### src/include/cgu_pkg.sv
// Shared constants and types of the clock generation unit.
package cgu_pkg;

    // Nonvolatile oscillator configuration codes; 3'h6 and 3'h7 are illegal.
    typedef enum logic [2:0] {
        CFG_XTAL_LOW = 3'h0,
        CFG_XTAL_MED = 3'h1,
        CFG_XTAL_HIGH = 3'h2,
        CFG_RC = 3'h3,
        CFG_WDT = 3'h4,
        CFG_EXT = 3'h5
    } cgu_osc_cfg_type;

    // Index of each oscillator input in the sampled source vector.
    localparam int NUM_SRC = 3;
    localparam logic [1:0] SRC_XTAL = 2'h0;
    localparam logic [1:0] SRC_RC = 2'h1;
    localparam logic [1:0] SRC_WDT = 2'h2;

    // Crystal amplifier range codes.
    localparam logic [1:0] RANGE_OFF = 2'h0;
    localparam logic [1:0] RANGE_LOW = 2'h1;
    localparam logic [1:0] RANGE_MED = 2'h2;
    localparam logic [1:0] RANGE_HIGH = 2'h3;

    // Register byte offsets.
    localparam logic [3:0] OFS_TRIM = 4'h0;
    localparam logic [3:0] OFS_AUX1 = 4'h4;
    localparam logic [3:0] OFS_DIV = 4'h8;
    localparam logic [3:0] OFS_STATUS = 4'hC;

    // Field positions.
    localparam int TRIM_LSB = 0;
    localparam int TRIM_W = 6;
    localparam int PIN_EN_BIT = 6;
    localparam int LPCLK_BIT = 7;
    localparam int DIV_LSB = 0;
    localparam int DIV_W = 8;
    localparam int ST_CFG_LSB = 0;
    localparam int ST_CFG_W = 3;
    localparam int ST_WAKE_BIT = 3;
    localparam int ST_CPU_BIT = 4;
    localparam int ST_XTAL_BIT = 5;

    // Reset values.
    localparam logic [5:0] FACTORY_TRIM_DEFAULT = 6'h20;
    localparam logic [7:0] DIV_RESET = 8'h00;

    // Wake-up delay figures.
    localparam int WAKE_XTAL_ROOT_CYCLES = 992;
    localparam int WAKE_OTHER_ROOT_CYCLES = 224;
    localparam int SYS_CLK_PERIOD_NS = 5;
    localparam int WAKE_EXTRA_MIN_US = 60;
    localparam int WAKE_EXTRA_MAX_US = 100;
    localparam int WAKE_EXTRA_CYCLES =
        (WAKE_EXTRA_MIN_US * 1000 + SYS_CLK_PERIOD_NS - 1) / SYS_CLK_PERIOD_NS;
    localparam int WAKE_CNT_W = 16;

endpackage

### src/verilog/cgu_top.sv
// Clock generation unit: source select, wake-up, divider and registers.
//
// The register offsets and the Avalon-MM interface to the registers are this design's own decisions.
`timescale 1ns/10ps
module cgu_top #(
    parameter logic [5:0] FACTORY_TRIM = cgu_pkg::FACTORY_TRIM_DEFAULT,
    parameter int WAKE_EXTRA_CYCLES = cgu_pkg::WAKE_EXTRA_CYCLES
) (
    // Clock and resets
    input wire logic sys_clk,
    input wire logic rstn,
    input wire logic por_n,
    // Configuration and neighbours
    input wire logic [2:0] osc_config,
    input wire logic rtc_uses_crystal,
    input wire logic wake_request,
    // Oscillator inputs
    input wire logic crystal_in_pin,
    input wire logic rc_osc_clock,
    input wire logic wdt_osc_clock,
    // Port logic for the crystal output pin
    input wire logic port_out,
    input wire logic port_oe,
    // Avalon-MM slave
    input wire logic [3:0] avs_address,
    input wire logic avs_read,
    input wire logic avs_write,
    input wire logic [31:0] avs_writedata,
    input wire logic [3:0] avs_byteenable,
    output logic [31:0] avs_readdata,
    output logic avs_waitrequest,
    // Generated clocks
    output logic root_osc_clock,
    output logic cpu_clock,
    output logic cpu_clock_tick,
    output logic periph_clock,
    output logic machine_cycle_tick,
    // Oscillator controls
    output logic crystal_amp_enable,
    output logic [1:0] crystal_range,
    output logic rc_osc_enable,
    output logic [5:0] rc_trim,
    output logic low_power_clocking_bit,
    // Crystal output or clock pin
    output logic crystal_out_or_clock_pin_out,
    output logic crystal_out_or_clock_pin_oe
);

    localparam int NS = cgu_pkg::NUM_SRC;
    localparam int DW = cgu_pkg::DIV_W;

    // Root source index for a configuration code; illegal codes use RC.
    function automatic logic [1:0] src_of(input logic [2:0] c);
        logic [1:0] s;
        s = cgu_pkg::SRC_RC;
        case (c)
            cgu_pkg::CFG_XTAL_LOW, cgu_pkg::CFG_XTAL_MED,
            cgu_pkg::CFG_XTAL_HIGH, cgu_pkg::CFG_EXT:
                s = cgu_pkg::SRC_XTAL;
            cgu_pkg::CFG_WDT:
                s = cgu_pkg::SRC_WDT;
            default:
                s = cgu_pkg::SRC_RC;
        endcase
        return s;
    endfunction

    // Crystal amplifier range for a configuration code.
    function automatic logic [1:0] range_of(input logic [2:0] c);
        logic [1:0] r;
        r = cgu_pkg::RANGE_OFF;
        case (c)
            cgu_pkg::CFG_XTAL_LOW: r = cgu_pkg::RANGE_LOW;
            cgu_pkg::CFG_XTAL_MED: r = cgu_pkg::RANGE_MED;
            cgu_pkg::CFG_XTAL_HIGH: r = cgu_pkg::RANGE_HIGH;
            default: r = cgu_pkg::RANGE_OFF;
        endcase
        return r;
    endfunction

    // Configuration capture and source decode.
    logic [2:0] cfg_reg;
    logic cfg_valid_reg;
    logic wake_start_reg;
    logic [1:0] src_sel;
    logic xtal_used;
    logic xtal_busy;

    assign src_sel = src_of(cfg_reg);
    assign xtal_used = (range_of(cfg_reg) != cgu_pkg::RANGE_OFF);
    assign xtal_busy = xtal_used || rtc_uses_crystal;

    // The strap is caught once, on the first edge after reset release,
    // and the wake-up timer is started with it.
    always_ff @(posedge sys_clk or negedge rstn)
    begin
        if (!rstn)
        begin
            cfg_reg <= cgu_pkg::CFG_RC;
            cfg_valid_reg <= 1'b0;
            wake_start_reg <= 1'b0;
        end
        else
        begin
            if (!cfg_valid_reg)
                cfg_reg <= osc_config;
            cfg_valid_reg <= 1'b1;
            wake_start_reg <= !cfg_valid_reg || wake_request;
        end
    end

    // Oscillator sampling: three stages, a change counts once the
    // second and third stages agree.
    logic [NS-1:0] osc_raw;
    logic [NS-1:0] s1_reg;
    logic [NS-1:0] s2_reg;
    logic [NS-1:0] s3_reg;
    logic [NS-1:0] lvl_reg;
    logic [NS-1:0] agree;
    logic [NS-1:0] lvl_next;
    logic root_prev_reg;
    logic root_level;
    logic root_tick;

    assign osc_raw = {wdt_osc_clock, rc_osc_clock, crystal_in_pin};
    assign agree = ~(s2_reg ^ s3_reg);
    assign lvl_next = (agree & s3_reg) | (~agree & lvl_reg);
    assign root_level = lvl_reg[src_sel];
    assign root_tick = root_level && !root_prev_reg;

    // Sampling chain and root edge history.
    always_ff @(posedge sys_clk or negedge rstn)
    begin
        if (!rstn)
        begin
            s1_reg <= '0;
            s2_reg <= '0;
            s3_reg <= '0;
            lvl_reg <= '0;
            root_prev_reg <= 1'b0;
        end
        else
        begin
            s1_reg <= osc_raw;
            s2_reg <= s1_reg;
            s3_reg <= s2_reg;
            lvl_reg <= lvl_next;
            root_prev_reg <= root_level;
        end
    end

    // Avalon-MM decode: every access waits one cycle, then completes.
    logic wait_reg;
    logic [31:0] rdata_reg;
    logic [31:0] rd_word;
    logic req;
    logic wr_fire;
    logic hit_trim;
    logic hit_aux1;
    logic hit_div;
    logic hit_status;

    assign req = avs_read || avs_write;
    assign wr_fire = avs_write && !wait_reg && avs_byteenable[0];
    assign hit_trim = (avs_address == cgu_pkg::OFS_TRIM);
    assign hit_aux1 = (avs_address == cgu_pkg::OFS_AUX1);
    assign hit_div = (avs_address == cgu_pkg::OFS_DIV);
    assign hit_status = (avs_address == cgu_pkg::OFS_STATUS);

    // Register state.
    logic [5:0] trim_reg;
    logic pin_en_reg;
    logic lp_reg;
    logic [DW-1:0] div_reg;
    logic wake_done;
    logic cpu_clk;

    // Read mux; unmapped offsets and reserved bits read as zero.
    always_comb
    begin
        rd_word = '0;
        if (hit_trim)
        begin
            rd_word[cgu_pkg::TRIM_LSB +: cgu_pkg::TRIM_W] = trim_reg;
            rd_word[cgu_pkg::PIN_EN_BIT] = pin_en_reg;
        end
        if (hit_aux1)
            rd_word[cgu_pkg::LPCLK_BIT] = lp_reg;
        if (hit_div)
            rd_word[cgu_pkg::DIV_LSB +: DW] = div_reg;
        if (hit_status)
        begin
            rd_word[cgu_pkg::ST_CFG_LSB +: cgu_pkg::ST_CFG_W] = cfg_reg;
            rd_word[cgu_pkg::ST_WAKE_BIT] = wake_done;
            rd_word[cgu_pkg::ST_CPU_BIT] = cpu_clk;
            rd_word[cgu_pkg::ST_XTAL_BIT] = xtal_busy;
        end
    end

    // Bus handshake and read data capture.
    always_ff @(posedge sys_clk or negedge rstn)
    begin
        if (!rstn)
        begin
            wait_reg <= 1'b1;
            rdata_reg <= '0;
        end
        else
        begin
            wait_reg <= !(req && wait_reg);
            if (avs_read && wait_reg)
                rdata_reg <= rd_word;
        end
    end

    // Trim register kept across every reset except power-on.
    always_ff @(posedge sys_clk or negedge por_n)
    begin
        if (!por_n)
        begin
            trim_reg <= FACTORY_TRIM;
            pin_en_reg <= 1'b0;
        end
        else if (wr_fire && hit_trim)
        begin
            trim_reg <= avs_writedata[cgu_pkg::TRIM_LSB +: cgu_pkg::TRIM_W];
            pin_en_reg <= avs_writedata[cgu_pkg::PIN_EN_BIT];
        end
    end

    // Divider value and low-power bit, cleared whenever rstn is low.
    always_ff @(posedge sys_clk or negedge rstn)
    begin
        if (!rstn)
        begin
            div_reg <= cgu_pkg::DIV_RESET;
            lp_reg <= 1'b0;
        end
        else
        begin
            if (wr_fire && hit_div)
                div_reg <= avs_writedata[cgu_pkg::DIV_LSB +: DW];
            if (wr_fire && hit_aux1)
                lp_reg <= avs_writedata[cgu_pkg::LPCLK_BIT];
        end
    end

    // Wake-up timer; crystals take the longer root count.
    cgu_wakeup #(
        .EXTRA_CYCLES(WAKE_EXTRA_CYCLES),
        .CNT_W(cgu_pkg::WAKE_CNT_W)
    ) u_wakeup (
        .sys_clk(sys_clk),
        .rstn(rstn),
        .start(wake_start_reg),
        .long_delay(xtal_used),
        .root_tick(root_tick),
        .done(wake_done)
    );

    // CPU clock divider, held stopped until the wake-up timer is done.
    logic cpu_rise;

    cgu_divider #(
        .DIV_W(DW)
    ) u_divider (
        .sys_clk(sys_clk),
        .rstn(rstn),
        .hold(!wake_done),
        .root_tick(root_tick),
        .root_level(root_level),
        .div_value(div_reg),
        .cpu_clock(cpu_clk),
        .cpu_rise(cpu_rise)
    );

    // Derived clocks and the crystal output pin.
    logic pclk_reg;
    logic mc_phase_reg;
    logic mc_tick_reg;
    logic amp_reg;
    logic [1:0] range_reg;
    logic rc_en_reg;
    logic pin_out_reg;
    logic pin_oe_reg;
    logic pin_clk_on;

    assign pin_clk_on = pin_en_reg && !xtal_busy;

    // Peripheral clock and machine cycle follow CPU clock rising edges.
    always_ff @(posedge sys_clk or negedge rstn)
    begin
        if (!rstn)
        begin
            pclk_reg <= 1'b0;
            mc_phase_reg <= 1'b0;
            mc_tick_reg <= 1'b0;
        end
        else
        begin
            if (cpu_rise)
            begin
                pclk_reg <= !pclk_reg;
                mc_phase_reg <= !mc_phase_reg;
            end
            mc_tick_reg <= cpu_rise && mc_phase_reg;
        end
    end

    // Oscillator controls and pin drivers, registered.
    always_ff @(posedge sys_clk or negedge rstn)
    begin
        if (!rstn)
        begin
            amp_reg <= 1'b0;
            range_reg <= cgu_pkg::RANGE_OFF;
            rc_en_reg <= 1'b0;
            pin_out_reg <= 1'b0;
            pin_oe_reg <= 1'b0;
        end
        else
        begin
            amp_reg <= cfg_valid_reg && xtal_used;
            range_reg <= range_of(cfg_reg);
            rc_en_reg <= cfg_valid_reg && (src_sel == cgu_pkg::SRC_RC);
            pin_out_reg <= pin_clk_on ? pclk_reg : port_out;
            pin_oe_reg <= (xtal_busy || !cfg_valid_reg) ? 1'b0 :
                          pin_clk_on ? 1'b1 : port_oe;
        end
    end

    assign avs_readdata = rdata_reg;
    assign avs_waitrequest = wait_reg;
    assign root_osc_clock = root_prev_reg;
    assign cpu_clock = cpu_clk;
    assign cpu_clock_tick = cpu_rise;
    assign periph_clock = pclk_reg;
    assign machine_cycle_tick = mc_tick_reg;
    assign crystal_amp_enable = amp_reg;
    assign crystal_range = range_reg;
    assign rc_osc_enable = rc_en_reg;
    assign rc_trim = trim_reg;
    assign low_power_clocking_bit = lp_reg;
    assign crystal_out_or_clock_pin_out = pin_out_reg;
    assign crystal_out_or_clock_pin_oe = pin_oe_reg;

endmodule

### src/verilog/cgu_divider.sv
// Programmable root clock divider producing the CPU clock.
`timescale 1ns/10ps
module cgu_divider #(
    parameter int DIV_W = cgu_pkg::DIV_W
) (
    // Clock and reset
    input wire logic sys_clk,
    input wire logic rstn,
    // Root clock and control
    input wire logic hold,
    input wire logic root_tick,
    input wire logic root_level,
    input wire logic [DIV_W-1:0] div_value,
    // CPU clock
    output logic cpu_clock,
    output logic cpu_rise
);

    logic [DIV_W-1:0] active_reg;
    logic [DIV_W-1:0] cnt_reg;
    logic clk_reg;
    logic rise_reg;
    logic [DIV_W-1:0] active_next;
    logic [DIV_W-1:0] cnt_next;
    logic clk_next;
    logic bypass;
    logic terminal;
    logic boundary;

    // A zero ratio passes the root clock; otherwise each phase lasts
    // the programmed number of root periods.
    assign bypass = (active_reg == '0);
    assign terminal = root_tick &&
        (cnt_reg == DIV_W'(active_reg - 1'b1));
    assign boundary = bypass ? root_tick : (terminal && !clk_reg);

    // A new ratio is taken while held, otherwise only at the start of a CPU clock period.
    assign active_next = (hold || boundary) ? div_value
                                            : active_reg;
    assign clk_next = hold ? 1'b0 :
                      bypass ? root_level :
                      terminal ? ~clk_reg : clk_reg;
    assign cnt_next = (hold || bypass || terminal) ? '0 :
                      root_tick ? DIV_W'(cnt_reg + 1'b1) : cnt_reg;

    // Divider state.
    always_ff @(posedge sys_clk or negedge rstn)
    begin
        if (!rstn)
        begin
            active_reg <= '0;
            cnt_reg <= '0;
            clk_reg <= 1'b0;
            rise_reg <= 1'b0;
        end
        else
        begin
            active_reg <= active_next;
            cnt_reg <= cnt_next;
            clk_reg <= clk_next;
            rise_reg <= !hold && boundary;
        end
    end

    assign cpu_clock = clk_reg;
    assign cpu_rise = rise_reg;

endmodule

### src/verilog/cgu_wakeup.sv
// Wake-up timer holding off the CPU clock until the oscillator settles.
`timescale 1ns/10ps
module cgu_wakeup #(
    parameter int EXTRA_CYCLES = cgu_pkg::WAKE_EXTRA_CYCLES,
    parameter int CNT_W = cgu_pkg::WAKE_CNT_W
) (
    // Clock and reset
    input wire logic sys_clk,
    input wire logic rstn,
    // Control
    input wire logic start,
    input wire logic long_delay,
    input wire logic root_tick,
    // Status
    output logic done
);

    typedef enum logic [1:0] {
        WK_IDLE = 2'h0,
        WK_ROOT = 2'h1,
        WK_TIME = 2'h2,
        WK_DONE = 2'h3
    } cgu_wake_state_type;

    cgu_wake_state_type state_reg;
    cgu_wake_state_type state_next;
    logic [CNT_W-1:0] cnt_reg;
    logic [CNT_W-1:0] cnt_next;
    logic done_reg;
    logic [CNT_W-1:0] root_last;
    logic [CNT_W-1:0] time_last;
    logic [CNT_W-1:0] cnt_inc;

    // Root cycle count depends on whether a crystal is fitted.
    assign root_last = long_delay ?
        CNT_W'(cgu_pkg::WAKE_XTAL_ROOT_CYCLES - 1) :
        CNT_W'(cgu_pkg::WAKE_OTHER_ROOT_CYCLES - 1);
    assign time_last = CNT_W'(EXTRA_CYCLES - 1);
    assign cnt_inc = CNT_W'(cnt_reg + 1'b1);

    // Root cycles first, then the fixed settling time; start restarts.
    always_comb
    begin
        state_next = state_reg;
        cnt_next = cnt_reg;
        unique case (state_reg)
            WK_IDLE, WK_DONE:
            begin
                cnt_next = '0;
            end
            WK_ROOT:
            begin
                if (root_tick)
                begin
                    cnt_next = (cnt_reg == root_last) ? '0 : cnt_inc;
                    if (cnt_reg == root_last)
                        state_next = WK_TIME;
                end
            end
            WK_TIME:
            begin
                cnt_next = cnt_inc;
                if (cnt_reg == time_last)
                    state_next = WK_DONE;
            end
        endcase
        if (start)
        begin
            state_next = WK_ROOT;
            cnt_next = '0;
        end
    end

    // Timer state.
    always_ff @(posedge sys_clk or negedge rstn)
    begin
        if (!rstn)
        begin
            state_reg <= WK_IDLE;
            cnt_reg <= '0;
            done_reg <= 1'b0;
        end
        else
        begin
            state_reg <= state_next;
            cnt_reg <= cnt_next;
            done_reg <= (state_next == WK_DONE);
        end
    end

    assign done = done_reg;

endmodule

### config.mk
export PLATFORM = sky130hd
export DESIGN_NAME = cgu_top
export DESIGN_NICKNAME = d
export VERILOG_FILES = /design/src/include/cgu_pkg.sv /design/src/verilog/cgu_top.sv /design/src/verilog/cgu_divider.sv /design/src/verilog/cgu_wakeup.sv
export SDC_FILE = /design/constraint.sdc
export NUM_CORES = 1
export LEC_CHECK = 0
export ABC_AREA = 1
export BUFFER_PORTS_ARGS = -buffer_cell sky130_fd_sc_hd__buf_2
export CORE_ASPECT_RATIO = 0.9
export CORE_MARGIN = 5
export CORE_UTILIZATION = 55
export DETAILED_ROUTE_END_ITERATION = 8
export PLACE_DENSITY = 0.79
export SYNTH_ARGS = -nofsm -noshare
export SYNTH_HDL_FRONTEND = slang
export SYNTH_HIERARCHICAL = 1
export SYNTH_SLANG_ARGS = --single-unit
### constraint.sdc
create_clock -name sys_clk -period 2.7 [get_ports sys_clk]
set_clock_uncertainty 0.2 [all_clocks]
set_input_delay 0.135 -clock sys_clk [delete_from_list [all_inputs] [get_ports sys_clk]]
set_output_delay 0.135 -clock sys_clk [all_outputs]
set_load 0.02 [all_outputs]
==> flow_summary.ini <==
[layout]
n_antenna_cell = 0
drive_above_1_share_pct = 18.7
largest_register_ffs = 16
fillers = 654
area_growth_pct = 16.0
fin_nets = 748
final_util_pct = 65.7

[floorplanning]
core_sq_um = 8610
io_pins = 106
floorplan.initialDensity_pct = 56.7
die_y_um = 99.3
rows = 32
dieWidth_um = 109
die-area_sq_um = 10900

[timing]
setup_viol = 0
rsz0062_at_grt = no
period_share_pct = 94.2
holdWs_ns = 0.0284
fin_crit_ns = 2.54
clock.fmax_mhz = 393
tns_ns = 0
slew_headroom_pct = 35.1
drv_slew = 0
hold_viol_final = 0
worstMarginPinSlew_ns = 0.974

[synthesis]
synth.most_common_cell = nand2_1
async_reset_ff_share_pct = 100
avgSynthCellArea_sq_um = 8.13
syn_area_sq_um = 4880
ys_ff_latch = 89
yosysSeqAreaShare_pct = 45.8
synth_area_leaders = dfrtp_1 44%, nand2_1 12%, inv_1 5.5%, nand3_1 4.3%, nor2_1 4.1%
dominantRegCellSynth = dfrtp_1
yosysTopAreaCell = dfrtp_1
synth_cells = 600
yosys-top-cells-count = 161 x nand2_1, 85 x dfrtp_1, 72 x inv_1
yosys_warnings = 6
synth.top_cell.area_share_pct = 43.6
synth_cell_types = 44
synth_edf_count = 0

[placed_design]
hpwl_um = 7380
port_buffers = 54
place.gp.congestion = 0.851

[routing]
ant_nets = 0
drt_first_pass_iters = 5
drt_iter0_drc = 201
vias = 4098
vias_per_cell = 5.06
wirelength_um = 11000
detail_route.wl_per_cell_um = 13.5
drc_errors = 0

[global_routing]
globalRouteMet3Util_pct = 4.87
grt_usage_pct = 21.8
grtUsageMet2_pct = 35.3
grt_pass1_wl_um = 19000
antenna_found_initial = 0
grt_pass1_vias = 4152
overflow = 0
grt_max_degree = 83
grt-busiest-layer = met2
gr-usage-met1_pct = 28.7

[power_and_ir_drop]
power_leakage_uw = 0.00287
ir_drop_mv = 0.354
p_per_area_nw_per_um2 = 583

[clock_tree]
cts_root_buffer = clkbuf_8
cts_buffers = 9
cts_max_path_buffers = 2
clock_latency_ns = 0.37
cts_tree = done
cts_sinks = 89
clk_pin_slew_ns = 0.10
htree_levels = 3

[worst_setup_path]
worst_ep_required_time_ns = 2.76
crit_path_end_kind = register
arrival_ns = 2.60
critPathKind = reg -> reg
path_max_fanout = 6
start_kind = register

[worst_hold_path]
min_path_type = in -> reg

[flow_run]
max_cap_violations = 0

[run_status]
status = finished clean
-- placed cells by master, fill, tap and decap left out, types with 2 or more instances in the layout --
master,Yosys,final
clkinv_1,4,4
dlygate4sd3_1,0,29
dfstp_2,4,4
buf_2,4,53
o21ai_0,26,26
ha_1,7,7
nand3_1,42,42
nor3_1,3,3
nand4_1,20,20
dfrtp_1,85,85
o21ai_2,3,3
maj3_1,3,3
clkinv_8,0,3
or2_2,3,3
nor2_1,53,52
a21oi_2,3,3
buf_4,25,3
inv_1,72,72
clkinv_4,0,2
a21oi_1,8,8
inv_2,5,5
clkbuf_8,0,9
xnor2_1,5,5
nand2_1,161,160
conb_1,2,25
nor2_2,7,8
nand2_2,10,11
xor2_1,14,14
nor2_4,10,10
-- power breakdown --
group	switching [uW]	leakage, uW	internal [uW]	total, uW
Combinational	505	0.00163	278	783
Clock	559	0.000104	371	930
Sequential	125	0.00114	1460	1590
Total	1190	0.00287	2110	3300
-- stage by stage --
stage               worst slack [ns]  total power, uW  area, sq um  cells
floorplan                      0.443             2150         4960    623
global placement               0.254             2310         5150    765
detailed placement             0.212             2340         5150    765
CTS                            0.160             3310         5650    810
global route                  0.0177             3500         5660    810
finish                         0.157             3300         5660    810
-- cell families after synthesis --
group | Yosys count | synth area share [%]
xor gates and xnor gates | 20 | 3.75
DFF | 89 | 45.8
AOI/OAI and AO/OA | 44 | 5.13
buffers and inverters | 114 | 11.3
other | 2 | 0.154
and+or+nand+nor | 321 | 31.5
adders and majority gates | 10 | 2.41
-- per-layer routing --
layer,part of all wire [%],vias up
li1,-,2009
met1,42,1877
met2,47,185
met3,8.3,27
met4,2.2,0
met5,0,-
-- critical path, cell delays in order (launching register included) --
cell and delay, ns:
dfstp_2 0.60, nand2_1 0.08, nand2_2 0.13, nand2_1 0.11, o21ai_0 0.16, dlygate4sd3_1 0.57, nand2_1 0.04, dlygate4sd3_1 0.55
-- cell type report --
class | count | area, sq um | share of cell area [%]
Tap cell | 119 | 149 | 2.63
Sequential cell | 89 | 2230 | 39.4
Inverter | 81 | 304 | 5.37
Clock inverter | 7 | 86.3 | 1.53
Clock buffer | 9 | 124 | 2.19
Multi-Input combinational cell | 420 | 2190 | 38.6
Timing Repair Buffer | 85 | 578 | 10.2
-- path summary, 6_finish.rpt --
kind	slack, ns	from	end	depth (start not counted)
setup / recovery	0.16	cfg_reg[1]$_DFFE_PN1N_	crystal_out_or_clock_pin_out$_DFF_PN0_	7
hold / removal	0.03	avs_address[0]	low_power_clocking_bit$_DFFE_PN0P_	6
setup reg to reg	0.16	cfg_reg[1]$_DFFE_PN1N_	crystal_out_or_clock_pin_out$_DFF_PN0_	7
hold reg to reg	0.17	s1_reg[2]$_DFF_PN0_	s2_reg[2]$_DFF_PN0_	0
max in group asynchronous	1.39	rstn	div_reg[6]$_DFFE_PN0P_	2
min in group asynchronous	0.06	por_n	rc_trim[5]$_DFFE_PN1P_	2
-- timing repair --
action | in CTS | in global routing
setup buffers | 0 | 0
resized for setup | 0 | 2
endpoints found under the hold margin | 114 | 0
setup endpoints to repair | 0 | 17
hold buffers | 29 | 0
(Power assumes the default switching activity.)
